## src/rtl/sdcd_pkg.sv

```systemverilog
// Purpose: shared constants and types of the command and clock-enable decoder
// Assumes: x8 organisation, 16 row bits, 10 column bits, 8 banks
// Notes: delay counts are cycle figures configured for the chosen speed grade
//
// Function
// commands decoded from select, row, column, write strobes and clock enable each edge
// reset pin is held high by the controller; low acts only as reset
// all four strobes low with enable high loads mode register chosen by bank
// bank address selects bank; activate opens row; precharge one or all by A10
// read and write decoded; A10 asks auto precharge; column gives start
// on-the-fly length uses A12 low as chop, high as eight beats
// three low column bits give first read beat index
// sequential eight-beat read wraps in its group of four then other group
// interleaved eight-beat read index is beat count xor start
// chopped read sends four beats then floats data and strobe four slots
// writes ignore low two bits; chop picks half; eight beats run in order
// started bursts run to completion; length choice from mode register
// nop and deselect are no operation and never end an operation
// power transitions judged from previous and current enable samples
// controller keeps enable stable for the minimum count after a change
// power-down on enable fall, exit on rise, only with nop; no refresh
// power-down is precharge type if all banks closed, else active type
// controller enters self refresh only from all banks idle
// all banks idle means closed, enable high and timings expired
// controller issues only nop during exit delay, reads after longer delay
// self-refresh exit is asynchronous; termination off in self refresh; the code exits only on an enable high sampled at the rising clock
// controller lowers enable only after mode register delays
// controller issues no unlisted state and command combination
// length field picks fixed chop, fixed eight, or per-command selection
// delays held as cycle parameters for the speed grade
package sdcd_pkg;
    localparam int ROW_W   = 16;
    localparam int BANK_N  = 8;
    localparam int FIFO_W  = 16;
    localparam int FIFO_D  = 8;
    localparam int MR_W    = 16;
    // mode register 0 field positions
    localparam int MR0_BL_LSB = 0;
    localparam int MR0_BT_BIT = 3;
    localparam logic [1:0] BL_FIX8 = 2'h0;
    localparam logic [1:0] BL_OTF  = 2'h1;
    localparam logic [1:0] BL_FIX4 = 2'h2;
    localparam logic [15:0] MR_RESET = 16'h0000;
    // address bit positions
    localparam int AP_BIT = 10;
    localparam int BC_BIT = 12;
    // delays in clock cycles
    localparam logic [7:0] CKE_MIN_CYC = 8'h03;
    localparam logic [7:0] XS_CYC      = 8'h10;
    localparam logic [7:0] XSDLL_CYC   = 8'h40;

    typedef enum logic [3:0]
    {
        CMD_DES  = 4'h0,
        CMD_NOP  = 4'h1,
        CMD_MRS  = 4'h2,
        CMD_REF  = 4'h3,
        CMD_PRE  = 4'h4,
        CMD_ACT  = 4'h5,
        CMD_RD   = 4'h6,
        CMD_WR   = 4'h7,
        CMD_ZQ   = 4'h8,
        CMD_ILL  = 4'h9
    } sdcd_cmd_e;

    typedef enum logic [2:0]
    {
        PS_IDLE = 3'h0,
        PS_APD  = 3'h1,
        PS_PPD  = 3'h2,
        PS_SREF = 3'h3,
        PS_XSR  = 3'h4
    } sdcd_pstate_e;
endpackage

```

## src/rtl/sdcd_beat_if.sv

```systemverilog
// Purpose: beat stream between burst sequencer and buffer
// Assumes: one beat per cycle
// Notes: valid and ready handshake
interface sdcd_beat_if;
    import sdcd_pkg::*;
    logic              valid;
    logic              ready;
    logic [FIFO_W-1:0] data;
    modport src (output valid, output data, input ready);
    modport snk (input valid, input data, output ready);
endinterface

```

## src/rtl/sdcd_fifo.sv

```systemverilog
// Purpose: beat buffer with valid and ready on both sides
// Assumes: depth a power of two
// Notes: read data comes from a register
module sdcd_fifo
    import sdcd_pkg::*;
#(
    parameter int W = FIFO_W,
    parameter int D = FIFO_D
)
(
    // clock and reset
    input  wire logic i_ref_clk,
    input  wire logic i_reset,
    // fill side
    sdcd_beat_if.snk  s_in,
    // drain side
    output logic [W-1:0] o_data,
    output logic         o_valid,
    input  wire logic    i_ready
);
    localparam int AW = $clog2(D);
    typedef struct packed
    {
        logic [AW:0]   wp;
        logic [AW:0]   rp;
        logic [W-1:0]  q;
        logic          qv;
    } sdcd_fifo_s;
    sdcd_fifo_s st_ff;
    sdcd_fifo_s nxt_st;
    logic [W-1:0] mem [D];
    logic full;
    logic empty;
    logic take;
    logic push;
    assign full  = (st_ff.wp[AW] != st_ff.rp[AW]) && (st_ff.wp[AW-1:0] == st_ff.rp[AW-1:0]);
    assign empty = st_ff.wp == st_ff.rp;
    assign s_in.ready = !full;
    assign push = s_in.valid && !full;
    assign take = !empty && (!st_ff.qv || i_ready);
    always_comb
    begin
        nxt_st = st_ff;
        if (push)
        begin
            nxt_st.wp = st_ff.wp + 1'b1;
        end
        if (st_ff.qv && i_ready)
        begin
            nxt_st.qv = 1'b0;
        end
        if (take)
        begin
            nxt_st.q  = mem[st_ff.rp[AW-1:0]];
            nxt_st.qv = 1'b1;
            nxt_st.rp = st_ff.rp + 1'b1;
        end
    end
    always_ff @(posedge i_ref_clk)
    begin
        if (i_reset)
        begin
            st_ff <= '0;
        end
        else
        begin
            st_ff <= nxt_st;
        end
        if (push)
        begin
            mem[st_ff.wp[AW-1:0]] <= s_in.data;
        end
    end
    assign o_data  = st_ff.q;
    assign o_valid = st_ff.qv;
endmodule

```

## src/rtl/sdcd_top.sv

```systemverilog
// Purpose: command decode, burst ordering and clock-enable power state
// Assumes: pins sampled synchronously on the rising clock
// Notes: reset pin is active low and treated as a synchronous reset here
module sdcd_top
    import sdcd_pkg::*;
(
    // clock and reset
    input  wire logic              i_ref_clk,
    input  wire logic              i_reset,
    // command pins
    input  wire logic              i_reset_n,
    input  wire logic              i_cke,
    input  wire logic              i_cs_n,
    input  wire logic              i_ras_n,
    input  wire logic              i_cas_n,
    input  wire logic              i_we_n,
    input  wire logic [2:0]        i_ba,
    input  wire logic [ROW_W-1:0]  i_addr,
    // beat stream out
    input  wire logic              i_beat_ready,
    output logic [FIFO_W-1:0]      o_beat,
    output logic                   o_beat_valid,
    // decoded command
    output logic [3:0]             o_cmd,
    output logic                   o_cmd_pulse,
    output logic [2:0]             o_cmd_bank,
    output logic [ROW_W-1:0]       o_cmd_addr,
    output logic                   o_auto_pre,
    output logic                   o_chop,
    // state
    output logic [BANK_N-1:0]      o_bank_open,
    output logic [2:0]             o_pstate,
    output logic                   o_odt_allowed,
    output logic                   o_read_ok,
    output logic                   o_busy,
    output logic                   o_dq_oe,
    output logic [MR_W-1:0]        o_mr0
);
    typedef struct packed
    {
        logic                  cke_prev;
        logic [3:0]            cmd;
        logic                  pulse;
        logic [2:0]            bank;
        logic [ROW_W-1:0]      addr;
        logic                  ap;
        logic                  chop;
        logic [BANK_N-1:0]     open;
        logic [MR_W-1:0]       mr0;
        logic [MR_W-1:0]       mr1;
        logic [MR_W-1:0]       mr2;
        logic [MR_W-1:0]       mr3;
        logic [2:0]            ps;
        logic [7:0]            xcnt;
        logic                  rd_ok;
        logic                  bact;
        logic                  brd;
        logic                  bchop;
        logic                  bseq;
        logic [2:0]            bstart;
        logic [2:0]            bcnt;
        logic [2:0]            bbank;
        logic                  bap;
        logic                  oe;
        logic                  odt;
    } sdcd_top_s;

    sdcd_top_s st_ff;
    sdcd_top_s nxt_st;
    sdcd_beat_if beat_if ();
    sdcd_cmd_e cmd;
    logic rst_any;

    // command from strobes
    function automatic sdcd_cmd_e decode(input logic cs_n, input logic ras_n,
                                         input logic cas_n, input logic we_n);
        sdcd_cmd_e c;
        c = CMD_ILL;
        case ({cs_n, ras_n, cas_n, we_n})
            4'h0: c = CMD_MRS;
            4'h1: c = CMD_REF;
            4'h2: c = CMD_PRE;
            4'h3: c = CMD_ACT;
            4'h4: c = CMD_WR;
            4'h5: c = CMD_RD;
            4'h6: c = CMD_ZQ;
            4'h7: c = CMD_NOP;
            default: c = CMD_DES;
        endcase
        return c;
    endfunction

    // beat index for burst position
    function automatic logic [2:0] beat_index(input logic rd, input logic seq,
                                              input logic [2:0] start,
                                              input logic [2:0] n);
        logic [2:0] r;
        r = 3'h0;
        if (!rd)
        begin
            r = start + n;
        end
        else if (seq)
        begin
            r = {start[2] ^ n[2], 2'(start[1:0] + n[1:0])};
        end
        else
        begin
            r = start ^ n;
        end
        return r;
    endfunction

    assign cmd = decode(i_cs_n, i_ras_n, i_cas_n, i_we_n);
    // either reset input resets the whole block, buffer included; rd_ok and odt load high, the rest clears
    assign rst_any = i_reset || !i_reset_n;

    always_comb
    begin
        logic quiet;
        logic hh;
        logic [1:0] bl;
        logic [2:0] st;
        quiet = (cmd == CMD_NOP) || (cmd == CMD_DES);
        hh = st_ff.cke_prev && i_cke;
        bl = st_ff.mr0[MR0_BL_LSB +: 2];
        st = i_addr[2:0];
        nxt_st = st_ff;
        nxt_st.cke_prev = i_cke;
        nxt_st.pulse = 1'b0;
        // burst sequencer, stalls on buffer back-pressure
        if (st_ff.bact && beat_if.ready)
        begin
            nxt_st.bcnt = st_ff.bcnt + 3'h1;
            if (st_ff.bcnt == 3'h3 && st_ff.brd && st_ff.bchop)
            begin
                nxt_st.oe = 1'b0;
            end
            if (st_ff.bcnt == 3'h7)
            begin
                nxt_st.bact = 1'b0;
                nxt_st.oe = 1'b0;
                if (st_ff.bap)
                begin
                    nxt_st.open[st_ff.bbank] = 1'b0;
                end
            end
        end
        case (st_ff.ps)
            PS_IDLE:
            begin
                if (hh && !quiet)
                begin
                    nxt_st.cmd = cmd;
                    nxt_st.pulse = 1'b1;
                    nxt_st.bank = i_ba;
                    nxt_st.addr = i_addr;
                    nxt_st.ap = i_addr[AP_BIT];
                    nxt_st.chop = 1'b0;
                end
                if (hh)
                begin
                    case (cmd)
                        CMD_MRS:
                        begin
                            case (i_ba[1:0])
                                2'h0: nxt_st.mr0 = i_addr;
                                2'h1: nxt_st.mr1 = i_addr;
                                2'h2: nxt_st.mr2 = i_addr;
                                default: nxt_st.mr3 = i_addr;
                            endcase
                        end
                        CMD_ACT: nxt_st.open[i_ba] = 1'b1;
                        CMD_PRE:
                        begin
                            if (i_addr[AP_BIT])
                            begin
                                nxt_st.open = '0;
                            end
                            else
                            begin
                                nxt_st.open[i_ba] = 1'b0;
                            end
                        end
                        CMD_RD, CMD_WR:
                        begin
                            if (!st_ff.bact)
                            begin
                                nxt_st.bact = 1'b1;
                                nxt_st.brd = (cmd == CMD_RD);
                                nxt_st.bseq = !st_ff.mr0[MR0_BT_BIT];
                                nxt_st.bchop = (bl == BL_FIX4) ||
                                               ((bl == BL_OTF) && !i_addr[BC_BIT]);
                                nxt_st.chop = nxt_st.bchop;
                                if (cmd == CMD_RD)
                                begin
                                    nxt_st.bstart = st;
                                end
                                else
                                begin
                                    nxt_st.bstart = nxt_st.bchop ? {st[2], 2'h0} : 3'h0;
                                end
                                nxt_st.bcnt = 3'h0;
                                nxt_st.bbank = i_ba;
                                nxt_st.bap = i_addr[AP_BIT];
                                nxt_st.oe = (cmd == CMD_RD);
                            end
                        end
                        default:
                        begin
                        end
                    endcase
                end
                if (st_ff.cke_prev && !i_cke)
                begin
                    if (cmd == CMD_REF)
                    begin
                        nxt_st.ps = PS_SREF;
                    end
                    else if (quiet)
                    begin

                        nxt_st.ps = (st_ff.open == '0) ? PS_PPD : PS_APD;
                    end
                end
            end
            PS_APD, PS_PPD:
            begin
                if (!st_ff.cke_prev && i_cke && quiet)
                begin
                    nxt_st.ps = PS_IDLE;
                end
                else
                begin
                    nxt_st.ps = (st_ff.open == '0) ? PS_PPD : PS_APD;
                end
            end
            PS_SREF:
            begin

                if (i_cke)
                begin
                    nxt_st.ps = PS_XSR;
                    nxt_st.xcnt = 8'h00;
                    nxt_st.rd_ok = 1'b0;
                end
            end
            PS_XSR:
            begin
                nxt_st.xcnt = st_ff.xcnt + 8'h01;
                if (st_ff.xcnt >= XSDLL_CYC)
                begin
                    nxt_st.rd_ok = 1'b1;
                    nxt_st.ps = PS_IDLE;
                end
            end
            default: nxt_st.ps = PS_IDLE;
        endcase
        nxt_st.odt = (nxt_st.ps != PS_SREF);
    end

    always_ff @(posedge i_ref_clk)
    begin
        if (rst_any)
        begin
            st_ff <= '0;
            st_ff.rd_ok <= 1'b1;
            st_ff.odt <= 1'b1;
            st_ff.mr0 <= MR_RESET;
        end
        else
        begin
            st_ff <= nxt_st;
        end
    end

    // beats into buffer, every slot pushed; floated slots carry the enable bit low
    assign beat_if.valid = st_ff.bact;
    assign beat_if.data = {st_ff.brd, st_ff.oe, 3'h0, st_ff.bbank, st_ff.bcnt, 2'h0,
                           beat_index(st_ff.brd, st_ff.bseq, st_ff.bstart, st_ff.bcnt)};

    sdcd_fifo #(.W(FIFO_W), .D(FIFO_D)) u_fifo
    (
        .i_ref_clk (i_ref_clk),
        .i_reset   (rst_any),
        .s_in      (beat_if),
        .o_data    (o_beat),
        .o_valid   (o_beat_valid),
        .i_ready   (i_beat_ready)
    );

    assign o_cmd         = st_ff.cmd;
    assign o_cmd_pulse   = st_ff.pulse;
    assign o_cmd_bank    = st_ff.bank;
    assign o_cmd_addr    = st_ff.addr;
    assign o_auto_pre    = st_ff.ap;
    assign o_chop        = st_ff.chop;
    assign o_bank_open   = st_ff.open;
    assign o_pstate      = st_ff.ps;
    assign o_odt_allowed = st_ff.odt;
    assign o_read_ok     = st_ff.rd_ok;
    assign o_busy        = st_ff.bact;
    assign o_dq_oe       = st_ff.oe;
    assign o_mr0         = st_ff.mr0;
endmodule

```

## config.mk

```make
export PLATFORM = sky130hd
export DESIGN_NAME = sdcd_top
export DESIGN_NICKNAME = d
export VERILOG_FILES = /design/src/rtl/sdcd_pkg.sv /design/src/rtl/sdcd_beat_if.sv /design/src/rtl/sdcd_fifo.sv /design/src/rtl/sdcd_top.sv
export SDC_FILE = /design/constraint.sdc
export NUM_CORES = 1
export LEC_CHECK = 0
export BUFFER_PORTS_ARGS = -buffer_cell sky130_fd_sc_hd__buf_2
export CAP_MARGIN = 15
export CORE_UTILIZATION = 62
export DETAILED_ROUTE_END_ITERATION = 8
export GPL_TIMING_DRIVEN = 0
export PLACE_DENSITY = 0.9
export SLEW_MARGIN = 20
export SYNTH_ARGS = -nofsm -noshare
export SYNTH_HDL_FRONTEND = slang
export SYNTH_SLANG_ARGS = --single-unit
```

## constraint.sdc

```tcl
create_clock -name i_ref_clk -period 8.4 [get_ports i_ref_clk]
set_input_delay 2.1 -clock i_ref_clk [delete_from_list [all_inputs] [get_ports i_ref_clk]]
set_output_delay 2.1 -clock i_ref_clk [all_outputs]
set_load 0.01 [all_outputs]
```

==> reports/metrics.yaml <==
run_status:
  outcome: "completed"
yosys:
  synth-edff-count: 88
  yosys-top-cells-count: "dfxtp_1, edfxtp_1, nand2_1"
  synth_top_area_cell: "edfxtp_1"
  syn_area_per_cell_sq_um: 11.4
  synth_top_cell_area_share: 0.326
  syn-instance-count: 710
  synthFlopType: "dfxtp_1"
  yosysSeqAreaShare: 0.567
  yosysUniqueCellTypes: 52
  ys_ff_latch: 186
  synth_area_leaders: "edfxtp_1, dfxtp_1, buf_4"
  synth_most_common_cell: "dfxtp_1"
  syn_area_sq_um: 8120
  synthArstFlopShare: 0
  yosysWarnings: 0
global_route:
  antenna_found_initial: 0
  grt_overflow: 0
  grt_max_degree: 17
  grt_pass1_vias: 6088
  grt_pass1_wl_mm: 30.0
  grt_usage: 0.300
job:
  maxCapViolations: 0
timing:
  hold_viol_final: 0
  period_needed_ns: 3.88
  rsz0062_at_grt: "false"
  max_freq_mhz: 257
  finClkSkew_ns: 0.00986
  worst_slew_pin_slew_ns: 0.930
  finalCritPeriodShare: 0.462
  setup_slack_ns: 4.52
  slew_headroom: 0.380
  slew_viol_final: 0
  setup_tns_ns: 0
  finalSetupViolations: 0
clock_tree:
  cts_tree: "built"
  path_clk_slew_ns: 0.06
  postCtsSetupRepairBufs: 0
  cts.sink_count: 186
  clockRootBuffer: "clkbuf_16"
  cts_resized: 0
  clk-insertion-delay-late_ns: 0.43
  postCtsHoldBufs: 0
  cts_max_path_buffers: 2
  cts_buffers: 17
  htree_levels: 4
place:
  routabilityCongestion: 0.852
  port_buffers: 92
  dp_slack_ns: 4.20
  dpl.hpwl_mm: 13.1
route:
  drc: 0
  route.final.wire_length_mm: 19.4
  ant_nets: 0
  viasPerCell: 5.96
  vias: 6047
  drt_iter0_drc: 511
  wire_per_inst_um: 19.1
  firstDrtPassIters: 5
layout:
  nets: 869
  drive_above_1_share: 0.284
  antennaDiodeCount: 0
  area_growth_pct: 16.3
floorplan:
  ios: 102
  rows: 41
  die_y_um: 116
  core_area_sq_um: 12700
  dieArea_sq_um: 13600
  initial_utilization: 0.641
  die_w_um: 116
worst_setup_path:
  worstPathBufferInverterCount: 3
  cpMostUsedCell: "clkbuf_1"
  reg2reg_setup_slack_ns: 5.02
  start_kind: "input port"
  path_delay_family: "simple AND/OR/NAND/NOR gates"
  required_ns: 8.75
  crit_path_max_fanout: 10
  slowest_stage: "nor4_1"
  cp-end-kind: "flip-flop"
  cpPeakStageDelay_ns: 0.54
  cp.arrival_ns: 4.23
  critical_path_class: "in2reg"
  crit_chain: "buf_2 > ha_1 > and3b_1 > clkbuf_1 > nor4_1 > clkbuf_1 > nand2_1 > a21oi_1"
pwr:
  p_leak_nw: 3.61
  p_per_area_nw_per_um2: 182
  ir_worst_vdd_mv: 0.130
worst_hold_path:
  min_path_type: "reg2reg"
final cells by class:
type / count / area (sq um)
Tap cell: 172 / 215
Inverter: 14 / 52.6
Timing Repair Buffer: 98 / 509
Clock inverter: 8 / 73.8
Clock buffer: 23 / 458
Multi-Input combinational cell: 405 / 2850
Sequential cell: 186 / 4600
Buffer: 109 / 679
Fill cell: 792 / 3230
registers in the layout (all words and copies together), names as in the netlist, 3 cells and up:
name           flops
o_mr0             16
u_fifo.mem        88
o_cmd_addr        16
o_cmd_bank         3
o_bank_open        8
o_pstate           3
beat_if.data       7
st_ff             15
u_fifo.st_ff       8
u_fifo.o_data     11
o_cmd              4
metal layers:
metal  wire [um]  GRT usage  vias to the layer above
met2       10100      0.547                      318
met1        7200      0.336                     2936
met3        1370     0.0566                       60
met4         658      0.150                        0
met5           0          0                        -
li1            -          -                     2733
logic make-up (layout without fill, tap and decap cells):
kind of cell               count (synthesis)  in the layout  synth area share
AOI/OAI and AO/OA                        133            133            0.0963
xor gates and xnor gates                  12             12            0.0129
adders and majority gates                 10             10            0.0163
buffers and inverters                    123            252            0.0902
DFF                                      186            186             0.567
muxes                                     57             57             0.105
other                                      1              5          0.000462
and+or+nand+nor                          188            188             0.112
layout by cell type, fill, tap and decap left out, types with 8 or more instances in the layout:
cell type  netlist  routed
a21oi_1         70      70
buf_2            6      98
buf_4           66      71
clkbuf_1        35      40
clkbuf_16        0      17
dfxtp_1         98      98
edfxtp_1        88      88
ha_1             9       9
inv_1           14      14
mux2i_1         32      32
mux4_2          22      22
nand2_1         74      74
nand2b_1        12      12
nand3_1         10      10
nor2_1          41      39
nor4_1           8       8
o21ai_0         29      29
o41ai_1         12      10
or3_1           10      10
xnor2_1          8       8
report_power, final:
group	switching, W	internal, W
logic	0.0000300	0.0000156
clock network	0.000323	0.000412
registers	0.000000727	0.000941
total	0.000353	0.00137
path summary, 6_finish.rpt:
kind / cells after the start / endpoint / start
min reg2reg: 2 / o_cmd_addr[9] / o_cmd_addr[9]
min: 2 / o_cmd_addr[9] / o_cmd_addr[9]
max: 8 / o_cmd_bank[1] / i_cas_n
max reg2reg: 6 / u_fifo.mem[4][7] / u_fifo.st_ff[22]
worst reg2reg max path, cell delays in order, from the launching register on:
cell and delay (ns):
dfxtp_1 0.35, clkbuf_1 0.41, xor2_1 0.62, o41a_1 0.46, nand2b_1 0.26, nor3b_2 0.70
buf_4 0.30
through the flow:
stage          utilization  hold WS (ns)  total power (W)  cells  cell area, sq um
2_1_floorplan            -         0.437         0.000988    714              8130
3_3_place_gp         0.695         0.443          0.00100    978              8810
3_5_place_dp         0.702         0.451          0.00101    984              8890
4_1_cts              0.744         0.461          0.00172   1015              9430
5_1_grt              0.745         0.480          0.00176   1015              9440
6_report             0.745         0.460          0.00172   1015              9440
Note: power is estimated with default switching activity, not from simulation.
